==> src/shared/dtb_pkg.sv <==
// Package for the debug trace and breakpoint unit: field positions, vectors, types
package dtb_pkg;

  // Machine state word bit positions (bit 0 is the least significant bit)
  localparam int unsigned USER_MODE_BIT   = 17;
  localparam int unsigned SINGLE_STEP_BIT = 21;
  localparam int unsigned BRANCH_TRACE_BIT = 22;

  // Data fault cause bit marking a breakpoint
  localparam int unsigned CAUSE_BREAK_BIT = 9;

  // Data break control status bits
  localparam int unsigned DBC_STAT_LO = 6;
  localparam int unsigned DBC_STAT_HI = 7;

  // Break address register enable fields
  localparam int unsigned READ_EN_BIT  = 0;
  localparam int unsigned WRITE_EN_BIT = 1;
  localparam int unsigned IBRK_EN_BIT  = 0;

  // Interrupt vector offsets
  localparam logic [19:0] VEC_DATA_STORAGE = 20'h00300;
  localparam logic [19:0] VEC_TRACE        = 20'h00d00;
  localparam logic [19:0] VEC_INSTR_BREAK  = 20'h01300;

  // Reset values
  localparam logic [31:0] RESET_WORD = 32'h0000_0000;

  // Special register selectors seen on the register port
  typedef enum logic [3:0] {
    DTB_SEL_DBC   = 4'b0000,
    DTB_SEL_DBA   = 4'b0001,
    DTB_SEL_DBA2  = 4'b0010,
    DTB_SEL_IBA   = 4'b0011,
    DTB_SEL_IBA2  = 4'b0100,
    DTB_SEL_IBC   = 4'b0101,
    DTB_SEL_DFA   = 4'b0110,
    DTB_SEL_DFC   = 4'b0111,
    DTB_SEL_NONE  = 4'b1111
  } dtb_sel_t;

  // Exception kinds raised by the unit
  typedef enum logic [1:0] {
    DTB_EXC_NONE  = 2'b00,
    DTB_EXC_IBRK  = 2'b01,
    DTB_EXC_DSI   = 2'b10,
    DTB_EXC_TRACE = 2'b11
  } dtb_exc_t;

  // A completing instruction as seen by the completion logic
  typedef struct packed {
    logic        valid;     // Instruction completing this cycle
    logic [31:0] pc;        // Its effective address
    logic        is_branch; // Branch, return from interrupt or critical return
    logic        no_step;   // Sync, instruction sync, returns or state word move
    logic        mem_rd;    // Performs a data read
    logic        mem_wr;    // Performs a data write
    logic [31:0] ea;        // Data effective address
  } dtb_instr_t;

  // Special register access request
  typedef struct packed {
    logic        rd;
    logic        wr;
    dtb_sel_t    sel;
    logic [31:0] wdata;
  } dtb_spr_req_t;

endpackage

==> src/logic/dtb_debug_unit.sv <==
// Debug event logic: breakpoints, trace and debug state registers
`timescale 1ns/1ps
//
// Behaviour
// RULE1: Control applies only when data breaks enabled
// RULE2: Control bits 6-7 report data match status
// RULE3: Breakpoint registers accessible only in supervisor
// RULE4: Single step traps after next completion
// RULE5: Branch trace traps after each branch
// RULE6: Fault address loaded with matching data address
// RULE7: Cause bit 9 set on data break
// RULE8: Data break raises storage interrupt 00300
// RULE9: Instruction break raises interrupt 01300
// RULE10: Trace interrupt taken at vector 00D00
// RULE11: Other vectors untouched by breakpoints
// RULE12: No step trace for sync-type instructions
// RULE13: Step set by return: one instruction
// RULE14: Interrupt saves state word, clears step
// RULE15: Step skips branches; branch trace covers
// RULE16: Software changes step via saved state
// RULE17: Data break taken before access executes
// RULE18: Instruction break beats data break
// RULE19: Single trace when both modes fire
module dtb_debug_unit
  import dtb_pkg::*;
(
  input  wire logic                  clk,
  input  wire logic                  sys_rst,
  input  wire dtb_pkg::dtb_instr_t   instr,
  input  wire dtb_pkg::dtb_spr_req_t spr_req,
  input  wire logic                  msw_wr,
  input  wire logic [31:0]           msw_wdata,
  input  wire logic                  rfi,
  input  wire logic                  other_exc,
  output logic                       exc_take_r,
  output logic [19:0]                exc_vector_r,
  output logic [31:0]                exc_pc_r,
  output logic                       commit_block_r,
  output logic [31:0]                spr_rdata_r,
  output logic                       spr_priv_err_r,
  output logic [31:0]                machine_state_word_r,
  output logic [31:0]                saved_return_state_r
);
  import dtb_pkg::*;

  // Breakpoint and fault registers
  logic [31:0] data_break_control_r;        // Data control and match status
  logic [31:0] data_break_address_r;        // First data break address
  logic [31:0] second_data_break_address_r; // Second data break address
  logic [31:0] instr_break_address_r;       // First instruction break address
  logic [31:0] second_instr_break_address_r;// Second instruction break address
  logic [31:0] instr_break_control_r;       // Instruction control and status
  logic [31:0] data_fault_address_r;        // Faulting data address
  logic [31:0] data_fault_cause_r;          // Fault cause
  logic        supervisor;                  // Privilege check
  logic        spr_ok;                      // Access permitted
  logic        dhit1, dhit2;                // Data comparator hits
  logic        ihit1, ihit2;                // Instruction comparator hits
  logic        dbrk, ibrk, trace_hit;       // Event decisions
  logic        rd_en1, rd_en2, wr_en1, wr_en2;
  logic        step_en, branch_en;
  dtb_exc_t    exc_kind;                    // Chosen exception

  assign supervisor = !machine_state_word_r[USER_MODE_BIT];
  assign spr_ok     = supervisor;                              // see RULE3
  assign step_en    = machine_state_word_r[SINGLE_STEP_BIT];
  assign branch_en  = machine_state_word_r[BRANCH_TRACE_BIT];

  // Per-direction enables of each data break register
  assign rd_en1 = data_break_address_r[READ_EN_BIT] && instr.mem_rd;
  assign wr_en1 = data_break_address_r[WRITE_EN_BIT] && instr.mem_wr;
  assign rd_en2 = second_data_break_address_r[READ_EN_BIT] && instr.mem_rd;
  assign wr_en2 = second_data_break_address_r[WRITE_EN_BIT] && instr.mem_wr;

  // Data address comparators; control only counts through these enables
  dtb_addr_cmp u_dcmp1 (
    .brk_reg (data_break_address_r),
    .addr    (instr.ea),
    .en      (rd_en1 || wr_en1),                               // see RULE1
    .hit     (dhit1)
  );
  dtb_addr_cmp u_dcmp2 (
    .brk_reg (second_data_break_address_r),
    .addr    (instr.ea),
    .en      (rd_en2 || wr_en2),                               // see RULE1
    .hit     (dhit2)
  );

  // Instruction address comparators
  dtb_addr_cmp u_icmp1 (
    .brk_reg (instr_break_address_r),
    .addr    (instr.pc),
    .en      (instr_break_address_r[IBRK_EN_BIT]),
    .hit     (ihit1)
  );
  dtb_addr_cmp u_icmp2 (
    .brk_reg (second_instr_break_address_r),
    .addr    (instr.pc),
    .en      (second_instr_break_address_r[IBRK_EN_BIT]),
    .hit     (ihit2)
  );

  // Trace decision block
  dtb_trace_ctl u_trace (
    .clk        (clk),
    .sys_rst    (sys_rst),
    .completing (instr.valid),
    .is_branch  (instr.is_branch),
    .no_step    (instr.no_step),
    .step_en    (step_en),
    .branch_en  (branch_en),
    .trace_hit  (trace_hit)
  );

  assign ibrk = instr.valid && (ihit1 || ihit2);                // see RULE9
  assign dbrk = instr.valid && (dhit1 || dhit2);                // see RULE8

  // Priority: instruction break, then data break, then trace
  always_comb begin
    if (ibrk) begin
      exc_kind = DTB_EXC_IBRK;                                  // see RULE18
    end else if (dbrk) begin
      exc_kind = DTB_EXC_DSI;
    end else if (trace_hit) begin
      exc_kind = DTB_EXC_TRACE;                                 // see RULE10
    end else begin
      exc_kind = DTB_EXC_NONE;
    end
  end

  // Exception request toward the core; other causes keep their own vectors
  always_ff @(posedge clk) begin
    if (sys_rst) begin
      exc_take_r     <= 1'b0;
      exc_vector_r   <= 20'h00000;
      exc_pc_r       <= RESET_WORD;
      commit_block_r <= 1'b0;
    end else begin
      exc_take_r     <= (exc_kind != DTB_EXC_NONE) && !other_exc;  // see RULE11
      // Breaks stop the tagged instruction from committing
      commit_block_r <= (exc_kind == DTB_EXC_IBRK) ||
                        (exc_kind == DTB_EXC_DSI);                 // see RULE17
      exc_pc_r       <= instr.pc;
      // A vector shows only with a taken request, never beside another cause
      if (other_exc) begin
        exc_vector_r <= 20'h00000;                                 // see RULE11
      end else begin
        case (exc_kind)
          DTB_EXC_IBRK:  exc_vector_r <= VEC_INSTR_BREAK;          // see RULE9
          DTB_EXC_DSI:   exc_vector_r <= VEC_DATA_STORAGE;         // see RULE8
          DTB_EXC_TRACE: exc_vector_r <= VEC_TRACE;                // see RULE10
          default:       exc_vector_r <= 20'h00000;
        endcase
      end
    end
  end

  // State word and saved copy; any interrupt saves state and stops stepping
  // An interrupt beats a return in the same cycle, so no stale step leaks out
  always_ff @(posedge clk) begin
    if (sys_rst) begin
      machine_state_word_r <= RESET_WORD;
      saved_return_state_r <= RESET_WORD;
    end else if ((exc_kind != DTB_EXC_NONE) || other_exc) begin
      saved_return_state_r <= machine_state_word_r;                // see RULE14
      machine_state_word_r[SINGLE_STEP_BIT] <= 1'b0;               // see RULE14
    end else if (rfi) begin
      // Restoring step here traps after the next completion
      machine_state_word_r <= saved_return_state_r;                // see RULE13
    end else if (msw_wr) begin
      machine_state_word_r <= msw_wdata;
    end else if (spr_req.wr && spr_ok && spr_req.sel == DTB_SEL_NONE) begin
      // Software edits the saved state to steer stepping
      saved_return_state_r <= spr_req.wdata;                       // see RULE16
    end
  end

  // Data fault capture; hardware set wins over software write
  always_ff @(posedge clk) begin
    if (sys_rst) begin
      data_fault_address_r <= RESET_WORD;
      data_fault_cause_r   <= RESET_WORD;
    end else if (exc_kind == DTB_EXC_DSI) begin
      data_fault_address_r <= instr.ea;                            // see RULE6
      data_fault_cause_r[CAUSE_BREAK_BIT] <= 1'b1;                 // see RULE7
    end else if (spr_req.wr && spr_ok) begin
      if (spr_req.sel == DTB_SEL_DFA) begin
        data_fault_address_r <= spr_req.wdata;
      end else if (spr_req.sel == DTB_SEL_DFC) begin
        data_fault_cause_r <= spr_req.wdata;
      end
    end
  end

  // Breakpoint registers; writes only in supervisor mode
  always_ff @(posedge clk) begin
    if (sys_rst) begin
      data_break_address_r         <= RESET_WORD;
      second_data_break_address_r  <= RESET_WORD;
      instr_break_address_r        <= RESET_WORD;
      second_instr_break_address_r <= RESET_WORD;
    end else if (spr_req.wr && spr_ok) begin                       // see RULE3
      if (spr_req.sel == DTB_SEL_DBA) begin
        data_break_address_r <= spr_req.wdata;
      end else if (spr_req.sel == DTB_SEL_DBA2) begin
        second_data_break_address_r <= spr_req.wdata;
      end else if (spr_req.sel == DTB_SEL_IBA) begin
        instr_break_address_r <= spr_req.wdata;
      end else if (spr_req.sel == DTB_SEL_IBA2) begin
        second_instr_break_address_r <= spr_req.wdata;
      end
    end
  end

  // Control registers with match status; a match sets status over a write
  always_ff @(posedge clk) begin
    if (sys_rst) begin
      data_break_control_r  <= RESET_WORD;
      instr_break_control_r <= RESET_WORD;
    end else begin
      if (spr_req.wr && spr_ok && spr_req.sel == DTB_SEL_DBC) begin
        data_break_control_r <= spr_req.wdata;
      end
      if (spr_req.wr && spr_ok && spr_req.sel == DTB_SEL_IBC) begin
        instr_break_control_r <= spr_req.wdata;
      end
      if (instr.valid && dhit1) begin
        data_break_control_r[DBC_STAT_LO] <= 1'b1;                 // see RULE2
      end
      if (instr.valid && dhit2) begin
        data_break_control_r[DBC_STAT_HI] <= 1'b1;                 // see RULE2
      end
      if (instr.valid && ihit1) begin
        instr_break_control_r[DBC_STAT_LO] <= 1'b1;
      end
      if (instr.valid && ihit2) begin
        instr_break_control_r[DBC_STAT_HI] <= 1'b1;
      end
    end
  end

  // Register reads; user mode reads zero and flags a privilege error
  always_ff @(posedge clk) begin
    if (sys_rst) begin
      spr_rdata_r    <= RESET_WORD;
      spr_priv_err_r <= 1'b0;
    end else begin
      spr_priv_err_r <= (spr_req.rd || spr_req.wr) && !spr_ok;    // see RULE3
      if (spr_req.rd && spr_ok) begin
        if (spr_req.sel == DTB_SEL_DBC) begin
          spr_rdata_r <= data_break_control_r;
        end else if (spr_req.sel == DTB_SEL_DBA) begin
          spr_rdata_r <= data_break_address_r;
        end else if (spr_req.sel == DTB_SEL_DBA2) begin
          spr_rdata_r <= second_data_break_address_r;
        end else if (spr_req.sel == DTB_SEL_IBA) begin
          spr_rdata_r <= instr_break_address_r;
        end else if (spr_req.sel == DTB_SEL_IBA2) begin
          spr_rdata_r <= second_instr_break_address_r;
        end else if (spr_req.sel == DTB_SEL_IBC) begin
          spr_rdata_r <= instr_break_control_r;
        end else if (spr_req.sel == DTB_SEL_DFA) begin
          spr_rdata_r <= data_fault_address_r;
        end else if (spr_req.sel == DTB_SEL_DFC) begin
          spr_rdata_r <= data_fault_cause_r;
        end else begin
          spr_rdata_r <= saved_return_state_r;
        end
      end else begin
        spr_rdata_r <= RESET_WORD;
      end
    end
  end

  // Assertions
  property p_ibrk_vec;
    @(posedge clk) disable iff (sys_rst)
      (ibrk && !other_exc) |=> (exc_take_r && exc_vector_r == 20'h01300);
  endproperty
  a_ibrk_vec: assert property (p_ibrk_vec) else $error("ibrk vector"); // see RULE9
  property p_dsi_vec;
    @(posedge clk) disable iff (sys_rst)
      (dbrk && !ibrk && !other_exc) |=> (exc_vector_r == 20'h00300 && commit_block_r);
  endproperty
  a_dsi_vec: assert property (p_dsi_vec) else $error("dsi vector"); // see RULE8
  property p_prio;
    @(posedge clk) disable iff (sys_rst)
      (ibrk && dbrk && !other_exc) |=> exc_vector_r == 20'h01300;
  endproperty
  a_prio: assert property (p_prio) else $error("priority"); // see RULE18
  property p_dfa;
    @(posedge clk) disable iff (sys_rst)
      (dbrk && !ibrk) |=> (data_fault_address_r == $past(instr.ea) &&
                           data_fault_cause_r[9]);
  endproperty
  a_dfa: assert property (p_dfa) else $error("fault capture"); // see RULE6
  property p_status;
    @(posedge clk) disable iff (sys_rst)
      (instr.valid && dhit1) |=> data_break_control_r[6];
  endproperty
  a_status: assert property (p_status) else $error("status bit"); // see RULE2
  property p_save;
    @(posedge clk) disable iff (sys_rst)
      other_exc |=> (saved_return_state_r == $past(machine_state_word_r) &&
                     !machine_state_word_r[21]);
  endproperty
  a_save: assert property (p_save) else $error("state save"); // see RULE14
  property p_priv;
    @(posedge clk) disable iff (sys_rst)
      (spr_req.wr && machine_state_word_r[17]) |=> spr_priv_err_r;
  endproperty
  a_priv: assert property (p_priv) else $error("privilege"); // see RULE3
  property p_trace;
    @(posedge clk) disable iff (sys_rst)
      (trace_hit && !ibrk && !dbrk && !other_exc) |=> exc_vector_r == 20'h00d00;
  endproperty
  a_trace: assert property (p_trace) else $error("trace vector"); // see RULE10
  // Further checks on the registered answer one cycle after the event
  property p_other_quiet;
    @(posedge clk) disable iff (sys_rst)
      other_exc |=> (!exc_take_r && exc_vector_r == 20'h00000);
  endproperty
  a_other_quiet: assert property (p_other_quiet) else $error("other cause"); // see RULE11
  property p_rfi_restore;
    @(posedge clk) disable iff (sys_rst)
      (rfi && !other_exc && exc_kind == DTB_EXC_NONE) |=>
        (machine_state_word_r == $past(saved_return_state_r));
  endproperty
  a_rfi_restore: assert property (p_rfi_restore) else $error("return restore"); // see RULE13
  property p_exc_step_off;
    @(posedge clk) disable iff (sys_rst)
      (exc_kind != DTB_EXC_NONE) |=> !machine_state_word_r[SINGLE_STEP_BIT];
  endproperty
  a_exc_step_off: assert property (p_exc_step_off) else $error("step kept"); // see RULE14
  property p_user_nowrite;
    @(posedge clk) disable iff (sys_rst)
      (spr_req.wr && !spr_ok) |=> ($stable(instr_break_address_r) &&
                                   $stable(data_break_address_r));
  endproperty
  a_user_nowrite: assert property (p_user_nowrite) else $error("user write"); // see RULE3
  property p_status2;
    @(posedge clk) disable iff (sys_rst)
      (instr.valid && dhit2) |=> data_break_control_r[DBC_STAT_HI];
  endproperty
  a_status2: assert property (p_status2) else $error("status bit two"); // see RULE2
  c_ibrk:  cover property (@(posedge clk) ibrk);
  c_rfi:   cover property (@(posedge clk) rfi && saved_return_state_r[SINGLE_STEP_BIT]);
  c_dsi:   cover property (@(posedge clk) dbrk && !ibrk);
  c_trace: cover property (@(posedge clk) trace_hit && instr.is_branch && step_en);
endmodule // dtb_debug_unit

==> src/logic/dtb_addr_cmp.sv <==
// Address comparator with enable for one breakpoint register
`timescale 1ns/1ps
module dtb_addr_cmp (
  input  wire logic [31:0] brk_reg,
  input  wire logic [31:0] addr,
  input  wire logic        en,
  output logic             hit
);
  // Low word-select bits hold enables, so compare the word address only
  assign hit = en && (brk_reg[31:2] == addr[31:2]);
endmodule // dtb_addr_cmp

==> src/logic/dtb_trace_ctl.sv <==
// Trace decision for single step and branch trace
`timescale 1ns/1ps
module dtb_trace_ctl (
  input  wire logic clk,
  input  wire logic sys_rst,
  input  wire logic completing,
  input  wire logic is_branch,
  input  wire logic no_step,
  input  wire logic step_en,
  input  wire logic branch_en,
  output logic      trace_hit
);
  // One trace per instruction even when both modes fire (see RULE19)
  assign trace_hit = completing &&
                     ((step_en && !no_step && !is_branch) ||   // see RULE4 see RULE12 see RULE15
                      (branch_en && is_branch));               // see RULE5
  // Assertions
  property p_step_once;
    @(posedge clk) disable iff (sys_rst)
      (completing && step_en && !no_step && !is_branch) |-> trace_hit;
  endproperty
  a_step_once: assert property (p_step_once) else $error("step missed"); // see RULE4
  property p_sync_skip;
    @(posedge clk) disable iff (sys_rst)
      (completing && no_step && !is_branch) |-> !trace_hit;
  endproperty
  a_sync_skip: assert property (p_sync_skip) else $error("sync traced"); // see RULE12
endmodule // dtb_trace_ctl

==> config.mk <==
export PLATFORM = sky130hd
export DESIGN_NAME = dtb_debug_unit
export DESIGN_NICKNAME = d
export VERILOG_FILES = /design/src/shared/dtb_pkg.sv /design/src/logic/dtb_debug_unit.sv /design/src/logic/dtb_addr_cmp.sv /design/src/logic/dtb_trace_ctl.sv
export SDC_FILE = /design/constraint.sdc
export NUM_CORES = 1
export LEC_CHECK = 0
export BUFFER_PORTS_ARGS = -buffer_cell sky130_fd_sc_hd__buf_2
export CORE_AREA = 5 5 234 236
export DETAILED_ROUTE_END_ITERATION = 10
export DIE_AREA = 0 0 239 241
export REMOVE_ABC_BUFFERS = 1
export SLEW_MARGIN = 20
export SYNTH_ARGS = -nofsm -noshare
export SYNTH_HDL_FRONTEND = slang
export SYNTH_HIERARCHICAL = 1
export SYNTH_SLANG_ARGS = --single-unit
==> constraint.sdc <==
create_clock -name clk -period 3.6 [get_ports clk]
set_clock_uncertainty 0.15 [all_clocks]
set_input_delay 0.36 -clock clk [delete_from_list [all_inputs] [get_ports clk]]
set_output_delay 0.36 -clock clk [all_outputs]
set_load 0.02 [all_outputs]
# ---- Word-level counts from Yosys, hierarchy flattened
# Index checks and enable logic that the tools add are counted.
dict set report totals {
  reg_bits 407
  in_bits 144
  output_inout_bits 151
}
dict set report classes {
  n_eq_ne 18
  mux 31
  n_bitwise 7
  n_reduce_logical 60
}
# operator count
set op_table {}
lappend op_table {{$mux 32} 17}
lappend op_table {{$eq 30x30->1} 4}
lappend op_table {{$pmux 13 s3} 1}
lappend op_table {{$mux 10} 3}
lappend op_table {{$logic_and 1x1->1} 25}
lappend op_table {{$reduce_bool 2->1} 10}
lappend op_table {{$eq 4x3->1 const B} 4}
lappend op_table {{$mux 8} 2}
lappend op_table {{$reduce_and 3->1} 3}
lappend op_table {{$eq 4x2->1 const B} 2}
lappend op_table {{$logic_or 1x1->1} 8}
lappend op_table {{$reduce_and 4->1} 2}
lappend op_table {{$not 1->1} 7}
lappend op_table {{$mux 2} 3}
lappend op_table {{$reduce_and 2->1} 3}
lappend op_table {{$reduce_or 2->1} 3}
lappend op_table {{$mux 1} 5}
lappend op_table {{$reduce_and 5->1} 1}
lappend op_table {{$eq 2x2->1 const B} 2}
lappend op_table {{$eq 4x1->1 const B} 1}
lappend op_table {{$eq 4x4->1 const B} 1}
lappend op_table {{$logic_not 1->1} 4}
lappend op_table {{$logic_not 4->1} 1}
lappend op_table {{$ne 2x1->1 const B} 2}
lappend op_table {{other kinds (2)} 2}

# ---- Depth between registers and ports, before layout
dict set report logic_depth {
  word_depth 12
  depth_mapped 15
}

# ---- Modules after synthesis
# Netlist, hierarchy kept.
# mod n_inst cells_per_inst area_each_um2
set by_module_without_submodules {}
lappend by_module_without_submodules {dtb_debug_unit 1 2027 16758.6}
lappend by_module_without_submodules {dtb_addr_cmp 4 40 332.8}
lappend by_module_without_submodules {dtb_trace_ctl 1 2 18.8}

# ---- Least setup slack after synthesis
# OpenSTA, ideal clock, no wires.
dict set report synth_timing {
  path_type {input to register}
  start {input port instr[2] (netlist name)}
  end {register machine_state_word_r[17]}
  setup_ns 0.086
  arrival_time_ns 3.078
  required_time_ns 3.364
  path_slack_ns 0.286
  cell_stages 15
  path_buffers 3
  cell_sequence {xnor2_1 nand4_1 or4_1 nor4_2 o21a_1 nand2b_1 and2_1 ha_1 nor2b_1 buf_2 o21a_1 buf_2 clkbuf_1 nor2_1 a211oi_1}
}
dict set report synth_via {
  elab_chain_cells 10
}
# item line_no
set synth_rtl {}
lappend synth_rtl {{start: declaration} dtb_debug_unit.sv:29} ;# input wire dtb_pkg::dtb_instr_t instr,
lappend synth_rtl {{$eq 30x30->1} dtb_addr_cmp.sv:10} ;# assign hit = en && (brk_reg[31:2] == addr[31:2]);
lappend synth_rtl {{$logic_and 1x1->1} dtb_addr_cmp.sv:10}
lappend synth_rtl {{via dhit1} dtb_debug_unit.sv:57} ;# logic dhit1, dhit2;
lappend synth_rtl {{$logic_or 1x1->1} dtb_debug_unit.sv:116} ;# assign dbrk = instr.valid && (dhit1 || dhit2);
lappend synth_rtl {{$logic_and 1x1->1} dtb_debug_unit.sv:116}
lappend synth_rtl {{$mux 2} dtb_debug_unit.sv:122} ;# end else if (dbrk) begin
lappend synth_rtl {{$mux 2} dtb_debug_unit.sv:120} ;# if (ibrk) begin
lappend synth_rtl {{$reduce_bool 2->1} dtb_debug_unit.sv:164} ;# end else if ((exc_kind != DTB_EXC_NONE) || other_exc) begin
lappend synth_rtl {{$logic_or 1x1->1} dtb_debug_unit.sv:164}
lappend synth_rtl {{$not 1->1 (no line)} -}
lappend synth_rtl {{$reduce_and 2->1 (no line)} -}
lappend synth_rtl {{end signal: assignment} dtb_debug_unit.sv:169} ;# machine_state_word_r <= saved_return_state_r;
lappend synth_rtl {{end signal: assignment} dtb_debug_unit.sv:171} ;# machine_state_word_r <= msw_wdata;
lappend synth_rtl {{end: declaration} dtb_debug_unit.sv:41} ;# output logic [31:0] machine_state_word_r,
# The timed path passes the listed nets, and every way through them passes these cells.
# A chain may end at the register's enable or synchronous reset.

# ---- Final worst setup path
dict set report layout_timing {
  start {input port instr[27] (netlist name)}
  end {register saved_return_state_r[29]}
}
dict set report layout_via {
  elab_chain_cells 10
}
# item line_no
set layout_rtl {}
lappend layout_rtl {{$eq 30x30->1 (*)} dtb_addr_cmp.sv:10}
lappend layout_rtl {{$logic_and 1x1->1 (*)} dtb_addr_cmp.sv:10}
lappend layout_rtl {{via dhit1} dtb_debug_unit.sv:57}
lappend layout_rtl {{$logic_or 1x1->1 (*)} dtb_debug_unit.sv:116}
lappend layout_rtl {{$logic_and 1x1->1 (*)} dtb_debug_unit.sv:116}
lappend layout_rtl {{$mux 2 (*)} dtb_debug_unit.sv:122}
lappend layout_rtl {{$mux 2 (*)} dtb_debug_unit.sv:120}
lappend layout_rtl {{$reduce_bool 2->1 (*)} dtb_debug_unit.sv:164}
lappend layout_rtl {{$logic_or 1x1->1 (*)} dtb_debug_unit.sv:164}
lappend layout_rtl {{$ne 2x1->1 (no line) or $reduce_bool 2->1 (tied branches)} -}
lappend layout_rtl {{$reduce_and 3->1 (no line)} -}
lappend layout_rtl {{end signal: assignment} dtb_debug_unit.sv:165} ;# saved_return_state_r <= machine_state_word_r;
lappend layout_rtl {{end signal: assignment} dtb_debug_unit.sv:174} ;# saved_return_state_r <= spr_req.wdata;
lappend layout_rtl {{end: declaration} dtb_debug_unit.sv:42} ;# output logic [31:0] saved_return_state_r
# Mark *: on every way through the listed nets, which the timed path passes. The rest lies on a longest branch.

==> results.py <==
metrics = {
    "route": {
        "routed_wl_mm": 72.42,
        "dr_wl_met3_mm": 6.133,
        "drcViolationCount": 0,
        "vias_per_cell": 5.500,
        "wl_met2_mm": 33.02,
        "top_layer_used": "met5",
        "wl_met1_mm": 30.69,
        "post_drt_wl_per_cell_um": 22.44,
        "final_antenna_net_count": 0,
        "drtIter0Drc": 1607,
        "detail_route.first_pass.iterations": 6,
        "via_count": 17750,
    },
    "floorplan": {
        "io_pins": 295,
        "die_x_um": 239,
        "row_count": 84,
        "core-area_sq_um": 52240,
        "dieArea_sq_um": 57600,
        "dieHeight_um": 241,
        "initial_core_util": 0.3467,
    },
    "logic_synthesis": {
        "synth_cell_types": 45,
        "netlist_area_sq_um": 18110,
        "yosysSeqAreaShare": 0.4323,
        "synth_edf_count": 0,
        "netlist_instances": 2189,
        "ys.warnings.count": 6,
        "ys.flop_type": "dfxtp_1",
        "ys_seq_elements": 391,
        "avgSynthCellArea_sq_um": 8.273,
        "async_flop_share": 0,
    },
    "clock_tree": {
        "path_clk_slew_ps": 60,
        "cts_tree": "done",
        "insertion_delay_ps": 580,
        "htree_num_levels": 2,
        "clock-root-buffer": "clkbuf_16",
        "clock-sinks": 391,
        "cts_buffer_depth": 3,
        "cts_buffers": 45,
    },
    "pwr": {
        "p_comb_frac": 0.138,
        "swShare": 0.2684,
        "power_frac_clock": 0.447,
        "vdd_drop_max_uv": 350.4,
        "power_density_nw_per_um2": 473.0,
        "p_leak_nw": 8.848,
        "switching_power_mw": 2.972,
        "total_power_mw": 11.07,
        "p_int_mw": 8.102,
        "pwr-share-seq": 0.415,
    },
    "timing": {
        "period_needed_ps": 3576,
        "setup-violations-final": 0,
        "final_max_slew_viol_count": 0,
        "worst_pin_slew_ps": 1154,
        "finalCritPeriodShare": 0.9934,
        "fin_hold_ws_ps": 30.83,
        "fin_ws_ps": 23.86,
        "fmax_mhz": 279.6,
        "maxSlewHeadroom": 0.2308,
        "fin_tns_setup_ps": 0,
        "final_hold_viol_count": 0,
    },
    "worst_setup_path": {
        "required_ps": 3860,
        "worstPathArrival_ps": 3840,
        "reg2reg_setup_slack_ps": 120,
        "r2r_start": "data_break_address_r[18]$_SDFFE_PP0P_",
        "critPathLaunchType": "primary input",
        "path_max_fanout": 14,
        "crit_path_end_kind": "register",
        "crit_start": "instr[27]",
        "critPathKind": "in2reg",
    },
    "global_routing": {
        "antenna_found_initial": 2,
        "track_usage": 0.2334,
        "grt_pass1_vias": 17170,
        "grt_pass1_wl_mm": 104.7,
        "globalRoute.totalOverflow": 0,
        "grt_max_degree": 99,
    },
    "place": {
        "placedInstanceArea_sq_um": 20170,
        "io_buffers": 279,
        "dp_cells": 3010,
        "place_congestion": 0.8815,
        "dp_hpwl_mm": 45.91,
        "pre_cts_slack_ps": -241.4,
    },
    "cells_and_area": {
        "synthToLayoutAreaGrowth_pct": 29.28,
        "design_area_sq_um": 23410,
        "fill_cells": 5008,
        "diodes": 0,
        "instances_no_fill": 3227,
        "post-route-util": 0.4482,
        "final_layout_size_suffix_gt1_frac": 0.1875,
        "nets": 2654,
    },
    "status": {
        "status": "finished clean",
    },
    "worst_hold_path": {
        "hold_path.class": "in2reg",
        "worstHoldStart": "msw_wdata[16]",
    },
    "run": {
        "max_cap_violations": 0,
    },
}
-- layout make-up --
type / instances / area (sq um) / share of cell area
flip-flops and latches: 391 / 7829 / 0.3344
clock inverters: 20 / 297.8 / 0.01272
clock buffers: 60 / 1295 / 0.05532
multi-input cells: 1578 / 9524 / 0.4068
repair buffers: 486 / 3588 / 0.1533
well taps: 688 / 860.8 / 0.03677
inverters: 4 / 15.01 / 0.0006414
-- worst paths after layout --
kind                                                 to  cells past startpoint
setup / recovery  saved_return_state_r[29]$_SDFFE_PP0P_                     17
hold / removal    machine_state_word_r[16]$_SDFFE_PP0P_                      3
setup reg to reg  saved_return_state_r[29]$_SDFFE_PP0P_                     15
hold reg to reg   data_break_control_r[13]$_SDFFE_PP0P_                      2
-- critical path: stages --
cell and delay [ps]:
dlygate4sd3_1 540, buf_2 150, xnor2_1 190, nand4_1 250, or4_4 520, nor4_4 290
o21a_1 160, nand2b_1 100, and2_4 150, ha_2 170, nor2b_4 200, buf_12 130
o41ai_4 70, buf_12 210, clkbuf_16 190, nor2_1 100, a211oi_1 50
-- routing by layer --
layer,vias to the layer above,track usage
met5,-,0
met4,2,0.08093
met3,156,0.03862
met2,822,0.3779
met1,8555,0.3178
li1,8215,-
-- power groups by stage --
| stage | Clock (mW) | Sequential, mW | Combinational (mW) |
|---|---|---|---|
| detailed placement | 0 | 4.69 | 1.33 |
| global route | 5.23 | 4.61 | 1.62 |
| CTS | 5.06 | 4.59 | 1.45 |
| floorplan | 0 | 4.78 | 0.541 |
| finish | 4.95 | 4.60 | 1.52 |
| global placement | 0 | 4.68 | 1.31 |
-- synth_stat cells (all sizes together), types with 2 or more instances --
library cell  count  area (sq um)
ha                4         50.05
inv               4         15.01
a211oi           63         473.0
nor3              2         10.01
clkbuf          160         600.6
nor3b             5         37.54
or4               4         30.03
nand2b            3         18.77
dfxtp           391          7828
a311oi           32         280.3
xor2             16         140.1
nand2           494          1857
a22o             34         297.8
a21oi           189         945.9
o2bb2ai          31         271.5
a21o             32         240.2
xnor2           104         910.9
a31oi            37         231.5
nor2            130         488.0
nor4              8         75.07
and2              8         50.05
nand4            28         175.2
a22oi            32         240.2
nor2b            37         231.5
o211ai           63         473.0
o21a              2         15.01
nand3            34         170.2
mux2i           127          1271
o21ai            34         170.2
buf              70         389.1
and3              2         12.51
-- layout by cell type (no fill, tap or decap), drive strengths merged, types with 2 or more instances in the layout --
cell type / n
dlygate4sd3: 129
bufinv: 7
a22oi: 32
and3: 2
nand4: 28
buf: 352
a22o: 34
clkinvlp: 3
mux2i: 127
nor3b: 5
and2: 8
nor4: 8
a211oi: 63
o21a: 2
nor2b: 37
a311oi: 32
nor3: 2
o211ai: 63
or4: 4
nand3: 34
nand2b: 3
o21ai: 34
nand2: 494
o2bb2ai: 31
a31oi: 37
xor2: 16
conb: 15
clkinv: 8
a21oi: 189
a21o: 32
ha: 4
nor2: 130
dfxtp: 391
xnor2: 104
clkbuf: 65
inv: 6
-- repair_timing --
action,CTS,global route
resized for setup,2,35
pin swaps,1,17
hold endpoints to repair,296,0
hold buffers,129,0
buffers inserted,1,5
endpoints found under the setup margin,63,107
gates cloned,0,6
-- logic make-up (layout without fill, tap and decap cells) --
group	after synthesis	in the layout	synth area share
AO/OA/AOI/OAI	552	552	0.2035
XOR/XNOR	120	120	0.05804
adder cells (fa/ha/maj)	4	4	0.002764
buffers and inverters	234	570	0.05548
flip-flops	391	391	0.4323
multiplexers	127	127	0.07020
other	1	15	0.0002071
AND/OR/NAND/NOR	760	760	0.1776
Note: power is estimated with default switching activity, not from simulation.
